<file path="config.mk">
export PLATFORM = sky130hd
export DESIGN_NAME = tmw_timer8
export DESIGN_NICKNAME = d
export VERILOG_FILES = /design/src/design/tmw_tick_gen.v /design/src/design/tmw_timer8.v
export VERILOG_INCLUDE_DIRS = /design/src /design/src/design
export SDC_FILE = /design/constraint.sdc
export NUM_CORES = 1
export LEC_CHECK = 0
export ABC_CLOCK_PERIOD_IN_PS = 3000
export BUFFER_PORTS_ARGS = -buffer_cell sky130_fd_sc_hd__buf_4
export CORE_MARGIN = 2
export CORE_UTILIZATION = 55
export DETAILED_ROUTE_END_ITERATION = 7
export PLACE_DENSITY = 0.83
export SLEW_MARGIN = 0
export SYNTH_ARGS = -nofsm -noshare
export SYNTH_HDL_FRONTEND = slang
export SYNTH_HIERARCHICAL = 1
export SYNTH_SLANG_ARGS = --single-unit
</file>
<file path="constraint.sdc">
create_clock -name i_clk -period 3 [get_ports i_clk]
set_input_delay 0.75 -clock i_clk [delete_from_list [all_inputs] [get_ports i_clk]]
set_output_delay 0.75 -clock i_clk [all_outputs]
set_load 0.02 [all_outputs]
</file>
<file path="src/design/tmw_map.vh">
`ifndef TMW_MAP_VH
`define TMW_MAP_VH
// register indices on the plain register port
`define TMW_ADDR_W 3
`define TMW_REG_CTRL 3'h0
`define TMW_REG_CNT 3'h1
`define TMW_REG_CMP 3'h2
`define TMW_REG_MASK 3'h3
`define TMW_REG_FLAGS 3'h4
// control field positions
`define TMW_CTRL_FORCE 7
`define TMW_CTRL_WGM_HI 6
`define TMW_CTRL_WGM_LO 3
`define TMW_CTRL_COM_HI 5
`define TMW_CTRL_COM_LO 4
`define TMW_CTRL_CS_HI 2
`define TMW_CTRL_CS_LO 0
// flag and mask bit positions
`define TMW_BIT_CMP 1
`define TMW_BIT_OVF 0
// waveform modes
`define TMW_MODE_NORMAL 2'h0
`define TMW_MODE_PCPWM 2'h1
`define TMW_MODE_CTC 2'h2
`define TMW_MODE_FPWM 2'h3
// compare output modes
`define TMW_COM_OFF 2'h0
`define TMW_COM_TOGGLE 2'h1
`define TMW_COM_CLEAR 2'h2
`define TMW_COM_SET 2'h3
// clock select codes
`define TMW_CS_STOP 3'h0
`define TMW_CS_DIV1 3'h1
`define TMW_CS_DIV8 3'h2
`define TMW_CS_DIV64 3'h3
`define TMW_CS_DIV256 3'h4
`define TMW_CS_DIV1024 3'h5
`define TMW_CS_EXT_FALL 3'h6
`define TMW_CS_EXT_RISE 3'h7
// prescaler tap bit positions (divide by 2^(n+1))
`define TMW_TAP_DIV8 2
`define TMW_TAP_DIV64 5
`define TMW_TAP_DIV256 7
`define TMW_TAP_DIV1024 9
`define TMW_PRE_W 10
// counter landmarks
`define TMW_MAX 8'hff
`define TMW_BOTTOM 8'h00
`define TMW_ZERO8 8'h00
`endif

</file>
<file path="src/design/tmw_tick_gen.v">
`include "tmw_map.vh"
`default_nettype none
// builds the single-cycle timer tick enable from the selected source
module tmw_tick_gen
(
    input wire i_clk,
    input wire i_sys_rst,
    input wire [2:0] i_clk_sel,
    input wire i_ext_pin,
    output reg o_tick
);
    reg [`TMW_PRE_W-1:0] pre_r; // free-running prescaler
    reg [`TMW_PRE_W-1:0] pre_d_r; // previous prescaler value
    reg ext_s1_r; // synchroniser first stage, read only by stage two
    reg ext_s2_r; // synchronised pin level
    reg ext_s3_r; // delayed level for edge detection
    wire [`TMW_PRE_W-1:0] pre_fall;
    reg tick_nxt;

    // a tap completing its period shows as its bit falling
    assign pre_fall = pre_d_r & ~pre_r;

    // prescaler and pin synchroniser
    always @(posedge i_clk)
    begin
        if (i_sys_rst)
        begin
            pre_r <= {`TMW_PRE_W{1'b0}};
            pre_d_r <= {`TMW_PRE_W{1'b0}};
            ext_s1_r <= 1'b0;
            ext_s2_r <= 1'b0;
            ext_s3_r <= 1'b0;
        end
        else
        begin
            pre_r <= pre_r + {{(`TMW_PRE_W-1){1'b0}}, 1'b1};
            pre_d_r <= pre_r;
            ext_s1_r <= i_ext_pin;
            ext_s2_r <= ext_s1_r;
            ext_s3_r <= ext_s2_r;
        end
    end

    // source selection; the pin is sampled whatever its direction
    always @*
    begin
        case (i_clk_sel)
            `TMW_CS_STOP: tick_nxt = 1'b0;
            `TMW_CS_DIV1: tick_nxt = 1'b1;
            `TMW_CS_DIV8: tick_nxt = pre_fall[`TMW_TAP_DIV8];
            `TMW_CS_DIV64: tick_nxt = pre_fall[`TMW_TAP_DIV64];
            `TMW_CS_DIV256: tick_nxt = pre_fall[`TMW_TAP_DIV256];
            `TMW_CS_DIV1024: tick_nxt = pre_fall[`TMW_TAP_DIV1024];
            `TMW_CS_EXT_FALL: tick_nxt = ext_s3_r & ~ext_s2_r;
            `TMW_CS_EXT_RISE: tick_nxt = ~ext_s3_r & ext_s2_r;
            default: tick_nxt = 1'b0;
        endcase
    end

    // tick is a one-cycle enable on the single clock
    always @(posedge i_clk)
    begin
        if (i_sys_rst)
            o_tick <= 1'b0;
        else
            o_tick <= tick_nxt;
    end
endmodule
`default_nettype wire

</file>
<file path="src/design/tmw_timer8.v">
// Functional notes
// - force strobe applies compare action to output
// - force only acts in non-PWM modes
// - force sets no flag, no CTC clear
// - force bit always reads zero
// - mode field bits 6,3 pick mode
// - TOP and compare buffering per mode
// - overflow at MAX, or at bottom turnaround
// - nonzero output mode overrides port pin
// - non-PWM: toggle, clear or set on match
// - fast PWM: match and TOP actions
// - phase PWM: up and down match actions
// - fast PWM: compare at TOP ignored, TOP action kept
// - clock select: stop, prescaled, external edges
// - external pin counts even as output
// - counter writable; write blocks next match
// - continuous compare sets flag, drives output
// - compare flag cleared by vector or one
// - overflow flag cleared by vector or one
// - request needs flag, enable, global bit
// - mask upper bits read zero, reset zero
// - tick is an enable, single clock
// - fast PWM wraps MAX to zero
// - phase PWM holds MAX one tick
//
// Design decisions made here: the strobed register port and the register offsets.
`include "tmw_map.vh"
`default_nettype none
module tmw_timer8
(
    input wire i_clk,
    input wire i_sys_rst,
    input wire [`TMW_ADDR_W-1:0] i_addr,
    input wire [7:0] i_wdata,
    input wire i_wr,
    input wire i_rd,
    output reg [7:0] o_rdata,
    input wire i_ext_pin,
    input wire i_global_irq_en,
    input wire i_cmp_vector_ack,
    input wire i_ovf_vector_ack,
    output reg o_cmp_irq,
    output reg o_ovf_irq,
    output reg o_wave,
    output reg o_wave_override
);
    reg [7:0] ctrl_r; // control, force bit never stored
    reg [7:0] cnt_r; // counter value
    reg [7:0] cmp_r; // compare value as written
    reg [7:0] cmp_act_r; // compare value in use
    reg [1:0] mask_r; // enable bits
    reg cmp_flag_r;
    reg ovf_flag_r;
    reg down_r; // phase pwm direction
    reg wave_r; // waveform output register
    reg block_r; // match blocked after counter write
    wire tick; // one-cycle timer tick enable
    wire [1:0] mode; // decoded waveform mode
    wire [1:0] com; // compare output mode
    wire is_pwm; // either pwm mode selected
    wire [7:0] top; // highest value of the count sequence
    wire match; // counter equals compare value in use
    wire match_ok; // match that counts on this tick
    wire wr_ctrl; // control register write
    wire wr_cnt; // counter write
    wire wr_cmp; // compare register write
    wire wr_mask; // mask register write
    wire wr_flags; // flag register write
    wire cmp_clr; // compare flag clear request
    wire ovf_clr; // overflow flag clear request
    wire wave_on; // output connected to the pin
    wire pc_down; // phase pwm direction as a match sees it
    wire force_cmp; // forced compare strobe accepted
    reg [7:0] cnt_nxt;
    reg down_nxt;
    reg ovf_set;
    reg at_top;
    reg wave_nxt;
    reg [7:0] rdata_nxt;

    tmw_tick_gen tmw_tick_gen_inst
    (
        .i_clk(i_clk),
        .i_sys_rst(i_sys_rst),
        .i_clk_sel(ctrl_r[`TMW_CTRL_CS_HI:`TMW_CTRL_CS_LO]),
        .i_ext_pin(i_ext_pin),
        .o_tick(tick)
    );

    // mode field bits are split across the register
    assign mode = {ctrl_r[`TMW_CTRL_WGM_HI], ctrl_r[`TMW_CTRL_WGM_LO]};
    assign com = ctrl_r[`TMW_CTRL_COM_HI:`TMW_CTRL_COM_LO];
    assign is_pwm = (mode == `TMW_MODE_PCPWM) | (mode == `TMW_MODE_FPWM);
    assign top = (mode == `TMW_MODE_CTC) ? cmp_act_r : `TMW_MAX;
    assign wr_ctrl = i_wr & (i_addr == `TMW_REG_CTRL);
    assign wr_cnt = i_wr & (i_addr == `TMW_REG_CNT);
    assign wr_cmp = i_wr & (i_addr == `TMW_REG_CMP);
    assign wr_mask = i_wr & (i_addr == `TMW_REG_MASK);
    assign wr_flags = i_wr & (i_addr == `TMW_REG_FLAGS);
    // flags clear by vector or by a written one, never by a zero
    assign cmp_clr = i_cmp_vector_ack | (wr_flags & i_wdata[`TMW_BIT_CMP]);
    assign ovf_clr = i_ovf_vector_ack | (wr_flags & i_wdata[`TMW_BIT_OVF]);
    assign wave_on = (com != `TMW_COM_OFF);
    // bottom counts as up-counting, so a compare at zero keeps it low
    assign pc_down = down_r & (cnt_r != `TMW_BOTTOM);
    // both pwm modes have the low mode bit set; the strobe is judged
    // by the mode written beside it, not by the one being replaced
    assign force_cmp = wr_ctrl & i_wdata[`TMW_CTRL_FORCE] &
                       ~i_wdata[`TMW_CTRL_WGM_LO];
    assign match = (cnt_r == cmp_act_r);
    // match counts on a tick unless a counter write blocked it
    assign match_ok = tick & match & ~block_r;

    // next count, direction and overflow
    always @*
    begin
        cnt_nxt = cnt_r;
        down_nxt = down_r;
        ovf_set = 1'b0;
        at_top = 1'b0;
        case (mode)
            `TMW_MODE_PCPWM:
            begin
                if (!down_r)
                begin
                    if (cnt_r == `TMW_MAX)
                    begin
                        // hold MAX one tick then turn
                        down_nxt = 1'b1;
                        cnt_nxt = cnt_r - 8'h01;
                    end
                    else
                        cnt_nxt = cnt_r + 8'h01;
                end
                else if (cnt_r == `TMW_BOTTOM)
                begin
                    down_nxt = 1'b0;
                    cnt_nxt = cnt_r + 8'h01;
                    ovf_set = 1'b1;
                end
                else
                    cnt_nxt = cnt_r - 8'h01;
            end
            `TMW_MODE_CTC:
            begin
                down_nxt = 1'b0;
                cnt_nxt = (match & ~block_r) ? `TMW_ZERO8 : cnt_r + 8'h01;
                ovf_set = (cnt_r == `TMW_MAX);
            end
            default:
            begin
                // normal and fast pwm wrap MAX to zero
                down_nxt = 1'b0;
                cnt_nxt = cnt_r + 8'h01;
                ovf_set = (cnt_r == `TMW_MAX);
                at_top = (mode == `TMW_MODE_FPWM) & (cnt_r == `TMW_MAX);
            end
        endcase
    end

    // waveform output decisions
    always @*
    begin
        wave_nxt = wave_r;
        if (force_cmp)
        begin
            // forced match uses new output mode bits
            case (i_wdata[`TMW_CTRL_COM_HI:`TMW_CTRL_COM_LO])
                `TMW_COM_TOGGLE: wave_nxt = ~wave_r;
                `TMW_COM_CLEAR: wave_nxt = 1'b0;
                `TMW_COM_SET: wave_nxt = 1'b1;
                default: wave_nxt = wave_r;
            endcase
        end
        else if (tick)
        begin
            case (mode)
                `TMW_MODE_FPWM:
                begin
                    // compare at TOP yields to the TOP action
                    if (at_top & com[1])
                        wave_nxt = ~com[0];
                    else if (match_ok & com[1] & (cmp_act_r != `TMW_MAX))
                        wave_nxt = com[0];
                end
                `TMW_MODE_PCPWM:
                begin
                    if (match_ok & com[1] & (cmp_act_r == `TMW_MAX))
                        wave_nxt = ~com[0];
                    else if (match_ok & com[1])
                        wave_nxt = pc_down ? ~com[0] : com[0];
                end
                default:
                begin
                    if (match_ok)
                    begin
                        case (com)
                            `TMW_COM_TOGGLE: wave_nxt = ~wave_r;
                            `TMW_COM_CLEAR: wave_nxt = 1'b0;
                            `TMW_COM_SET: wave_nxt = 1'b1;
                            default: wave_nxt = wave_r;
                        endcase
                    end
                end
            endcase
        end
    end

    // register read mux
    always @*
    begin
        case (i_addr)
            `TMW_REG_CTRL:
            begin
                rdata_nxt = ctrl_r;
                rdata_nxt[`TMW_CTRL_FORCE] = 1'b0;
            end
            `TMW_REG_CNT: rdata_nxt = cnt_r;
            `TMW_REG_CMP: rdata_nxt = cmp_r;
            `TMW_REG_MASK: rdata_nxt = {6'h00, mask_r};
            `TMW_REG_FLAGS: rdata_nxt = {6'h00, cmp_flag_r, ovf_flag_r};
            default: rdata_nxt = `TMW_ZERO8;
        endcase
    end

    // register file: control, compare and mask
    // the force bit is a strobe, so the control copy never keeps it
    always @(posedge i_clk)
    begin
        if (i_sys_rst)
        begin
            ctrl_r <= `TMW_ZERO8;
            cmp_r <= `TMW_ZERO8;
            mask_r <= 2'h0;
        end
        else
        begin
            if (wr_ctrl)
            begin
                ctrl_r <= i_wdata;
                ctrl_r[`TMW_CTRL_FORCE] <= 1'b0;
            end
            if (wr_cmp)
                cmp_r <= i_wdata;
            if (wr_mask)
                mask_r <= i_wdata[`TMW_BIT_CMP:`TMW_BIT_OVF];
        end
    end

    // compare value in use; in pwm it moves only at TOP, so one
    // period never sees two thresholds and cannot glitch
    always @(posedge i_clk)
    begin
        if (i_sys_rst)
            cmp_act_r <= `TMW_ZERO8;
        else if (!is_pwm)
            cmp_act_r <= cmp_r;
        else if (tick & (cnt_r == top))
            cmp_act_r <= cmp_r;
    end

    // counter, direction and match blocking
    // a software write wins over a tick in the same cycle
    always @(posedge i_clk)
    begin
        if (i_sys_rst)
        begin
            cnt_r <= `TMW_ZERO8;
            down_r <= 1'b0;
            block_r <= 1'b0;
        end
        else if (wr_cnt)
        begin
            cnt_r <= i_wdata;
            block_r <= 1'b1;
        end
        else if (tick)
        begin
            cnt_r <= cnt_nxt;
            down_r <= down_nxt;
            block_r <= 1'b0;
        end
    end

    // status flags; a hardware set wins over a clear in the same
    // cycle, so an event is never lost to a late acknowledge
    always @(posedge i_clk)
    begin
        if (i_sys_rst)
        begin
            cmp_flag_r <= 1'b0;
            ovf_flag_r <= 1'b0;
        end
        else
        begin
            // a forced compare never reaches match_ok
            if (match_ok)
                cmp_flag_r <= 1'b1;
            else if (cmp_clr)
                cmp_flag_r <= 1'b0;
            if (tick & ovf_set)
                ovf_flag_r <= 1'b1;
            else if (ovf_clr)
                ovf_flag_r <= 1'b0;
        end
    end

    // waveform register and the pin-side outputs
    always @(posedge i_clk)
    begin
        if (i_sys_rst)
        begin
            wave_r <= 1'b0;
            o_wave <= 1'b0;
            o_wave_override <= 1'b0;
        end
        else
        begin
            wave_r <= wave_nxt;
            // pin shows wave only when connected; direction is software's
            o_wave_override <= wave_on;
            o_wave <= wave_r & wave_on;
        end
    end

    // interrupt requests, one cycle behind the flags
    always @(posedge i_clk)
    begin
        if (i_sys_rst)
        begin
            o_cmp_irq <= 1'b0;
            o_ovf_irq <= 1'b0;
        end
        else
        begin
            o_cmp_irq <= cmp_flag_r & mask_r[`TMW_BIT_CMP] &
                         i_global_irq_en;
            o_ovf_irq <= ovf_flag_r & mask_r[`TMW_BIT_OVF] &
                         i_global_irq_en;
        end
    end

    // read data stand only in the cycle after the strobe, else zero
    always @(posedge i_clk)
    begin
        if (i_sys_rst)
            o_rdata <= `TMW_ZERO8;
        else if (i_rd)
            o_rdata <= rdata_nxt;
        else
            o_rdata <= `TMW_ZERO8;
    end
endmodule
`default_nettype wire

</file>
==> results.cfg <==
[clock_tree]
clkSinkCount = 68
ctsHoldBuffers = 0
htree_levels = 3
clk_path_buf_depth = 2
post-cts-setup-buffers = 0
clock-root-buffer = clkbuf_8
worstSkewPairLatency_ns = 0.36
cts_tree = yes
ctsResizeCount = 0
cts_buffers = 9
clkTransAtPathRegs_ns = 0.08

[drt]
final_antenna_net_count = 0
routedWlPerCell_um = 17.61
dr.pass1.iters = 5
vias = 3410
drc = 0
wl_um = 9582
via_per_inst = 6.268
drt_iter0_drc = 348

[global_routing]
grt_pass1_vias = 3063
antenna_found_initial = 0
grt.total_usage_pct = 26.77
grt-ovfl-total = 0
grt_pass1_wl_um = 15410
grt_max_degree = 66

[finish]
syn2layout_area_growth_pct = 12.34
drive_gt1_share_pct = 14.99
nNetsFinal = 490
antennaDiodeCount = 0
fin_util_pct = 64.76

[logic_synthesis]
synth_ff_type = dfxtp_1
synth.top_cell.area_share_pct = 36.77
synth.avg_cell_area_um2 = 8.320
synth_area_um2 = 3702
ys_seq_area_share_pct = 36.77
post-synth-top-area-cell = dfxtp_1
ys_types = 66
ys_warn_count = 6
ys_ff_latch = 68
synth_fp_nets = 473
ys_async_sr_fraction_pct = 0
synthCells = 445
netlist_top_cells_area = dfxtp_1 (37%), mux2i_1 (6.8%), nor2_1 (6.2%)
synth_edf_count = 0

[timing]
worst_pin_slew_ns = 0.6634
relSlewSlack_pct = 55.77
rsz0062_at_grt = no
period_share_pct = 82.08
setup_viol = 0
setup_tns_ns = 0
finalCriticalPeriod_ns = 2.462
fin_skew_ns = 0.01053
timing.fmax_ghz = 0.4061
slew_violations = 0
finalHoldViolCount = 0

[floorplanning]
die_area_um2 = 7404
io_pins = 31
rows = 29
die-height_um = 86.05
core_region_area_um2 = 6422
die_x_um = 86.05
start_util_pct = 57.65

[pwr]
ir_drop_uv = 403.1
p_per_area_nw_per_um2 = 495.8
p_leak_nw = 1.555

[worst_setup_path]
cp.arrival_ns = 2.68
crit_type = reg -> reg
start_kind = flip-flop
cp_max_fo = 9
worstPathRequired_ns = 3.22
end_kind = flip-flop

[placement]
io_buffers = 30
dp_hpwl_um = 6720
globalplace.congestion = 0.9727

[flow_run]
drv_cap = 0

[min_path]
hold_path_class = reg -> reg

[outcome]
outcome = completed
==> registers in the layout, indices dropped and copies added, names as in the netlist, 2 cells and up <==
signal and cells:
cmp_act_r 8, cmp_r 8, cnt_r 8, ctrl_r 7, mask_r 2, o_rdata 8
tmw_tick_gen_inst/pre_d_r 4, tmw_tick_gen_inst/pre_r 10
==> layer usage <==
layer	share of wire [%]	track usage [%]	routed length [µm]	vias to the layer above
met3	9.1	5.582	870	15
met5	0	0	0	-
met4	1.8	9.524	172	0
met1	43	36.25	4094	1606
met2	46	42.28	4444	196
li1	-	-	-	1593
==> cell usage in the layout (no fill, tap or decap), types with 3 or more instances in the layout <==
| master | count |
|---|---|
| dfxtp_1 | 68 |
| nor2_1 | 61 |
| buf_4 | 36 |
| nand2_1 | 33 |
| a21oi_1 | 26 |
| mux2i_1 | 25 |
| inv_1 | 19 |
| nor2b_1 | 19 |
| nand3_1 | 12 |
| nand2b_1 | 10 |
| xnor2_1 | 10 |
| o21ai_0 | 9 |
| ha_1 | 9 |
| clkbuf_8 | 9 |
| nand4_1 | 8 |
| xor2_1 | 8 |
| a31oi_1 | 7 |
| nor3_1 | 7 |
| nor3b_1 | 5 |
| o22ai_1 | 5 |
| o211ai_1 | 5 |
| and2_1 | 5 |
| or3_1 | 4 |
| and3_1 | 4 |
| nand3b_1 | 3 |
| o21bai_1 | 3 |
==> worst max-delay path, cell delays in order, from the launching register on <==
cell,delay (ns)
dfxtp_1,0.53
ha_1,0.31
nand4_2,0.17
or3_4,0.45
and2_1,0.27
mux2_2,0.31
a221oi_2,0.22
nor4_1,0.07
==> logic make-up (layout without fill, tap and decap cells) <==
| kind of cell | after synthesis | after routing | share of synthesized area [%] |
|---|---|---|---|
| and+or+nand+nor | 185 | 185 | 25.89 |
| AOI/OAI and AO/OA | 87 | 87 | 16.46 |
| DFF | 68 | 68 | 36.77 |
| buffers and inverters | 50 | 72 | 5.610 |
| muxes | 28 | 28 | 7.976 |
| xor gates and xnor gates | 18 | 18 | 4.258 |
| adders and majority gates | 9 | 9 | 3.042 |
==> final cells by class <==
cell class | instances | area, µm²
fill | 531 | 2263
multi-input combinational | 327 | 2133
sequential | 68 | 1361
timing repair buffer | 36 | 270.3
clock buffer | 9 | 123.9
clock inverter | 7 | 98.84
tap | 77 | 96.34
inverter | 20 | 75.07
==> path summary, 6_finish.rpt <==
path	from	to	slack (ns)	cells after the start
max	cnt_r[1]	cnt_r[1]	0.54	7
min	tmw_tick_gen_inst/ext_s1_r	tmw_tick_gen_inst/ext_s2_r	0.44	1
max reg2reg	cnt_r[1]	cnt_r[1]	0.54	7
min reg2reg	tmw_tick_gen_inst/ext_s1_r	tmw_tick_gen_inst/ext_s2_r	0.44	1
==> power by group <==
| part | internal [W] | switching (W) | total (W) |
|---|---|---|---|
| Combinational | 0.000102 | 0.000136 | 0.000237 |
| Clock | 0.000473 | 0.000386 | 0.000859 |
| Sequential | 0.000923 | 0.0000426 | 0.000966 |
==> through the flow <==
step                      area [µm²]  std cells  power, W  hold slack [ns]  setup slack [ns]
final                           4159        544  0.002062           0.4423            0.5377
after global routing            4159        544  0.002144           0.4719            0.3831
after CTS                       4159        544  0.002070           0.4431            0.5953
after detailed placement        3936        528  0.001217           0.4308            0.6062
after global placement          3936        528  0.001213           0.4168            0.6715
after floorplan                 3702        445  0.001143           0.4138            0.7482
==> cell usage after synthesis (7+ instances only) <==
master	number
a21oi_1	26
a31oi_1	7
buf_2	7
clkbuf_1	18
dfxtp_1	68
ha_1	9
inv_1	19
mux2i_1	25
nand2_1	33
nand2b_1	10
nand3_1	12
nand4_1	8
nor2_1	61
nor2b_1	19
nor3_1	7
o21ai_0	9
xnor2_1	10
xor2_1	8
(Power assumes the default switching activity.)
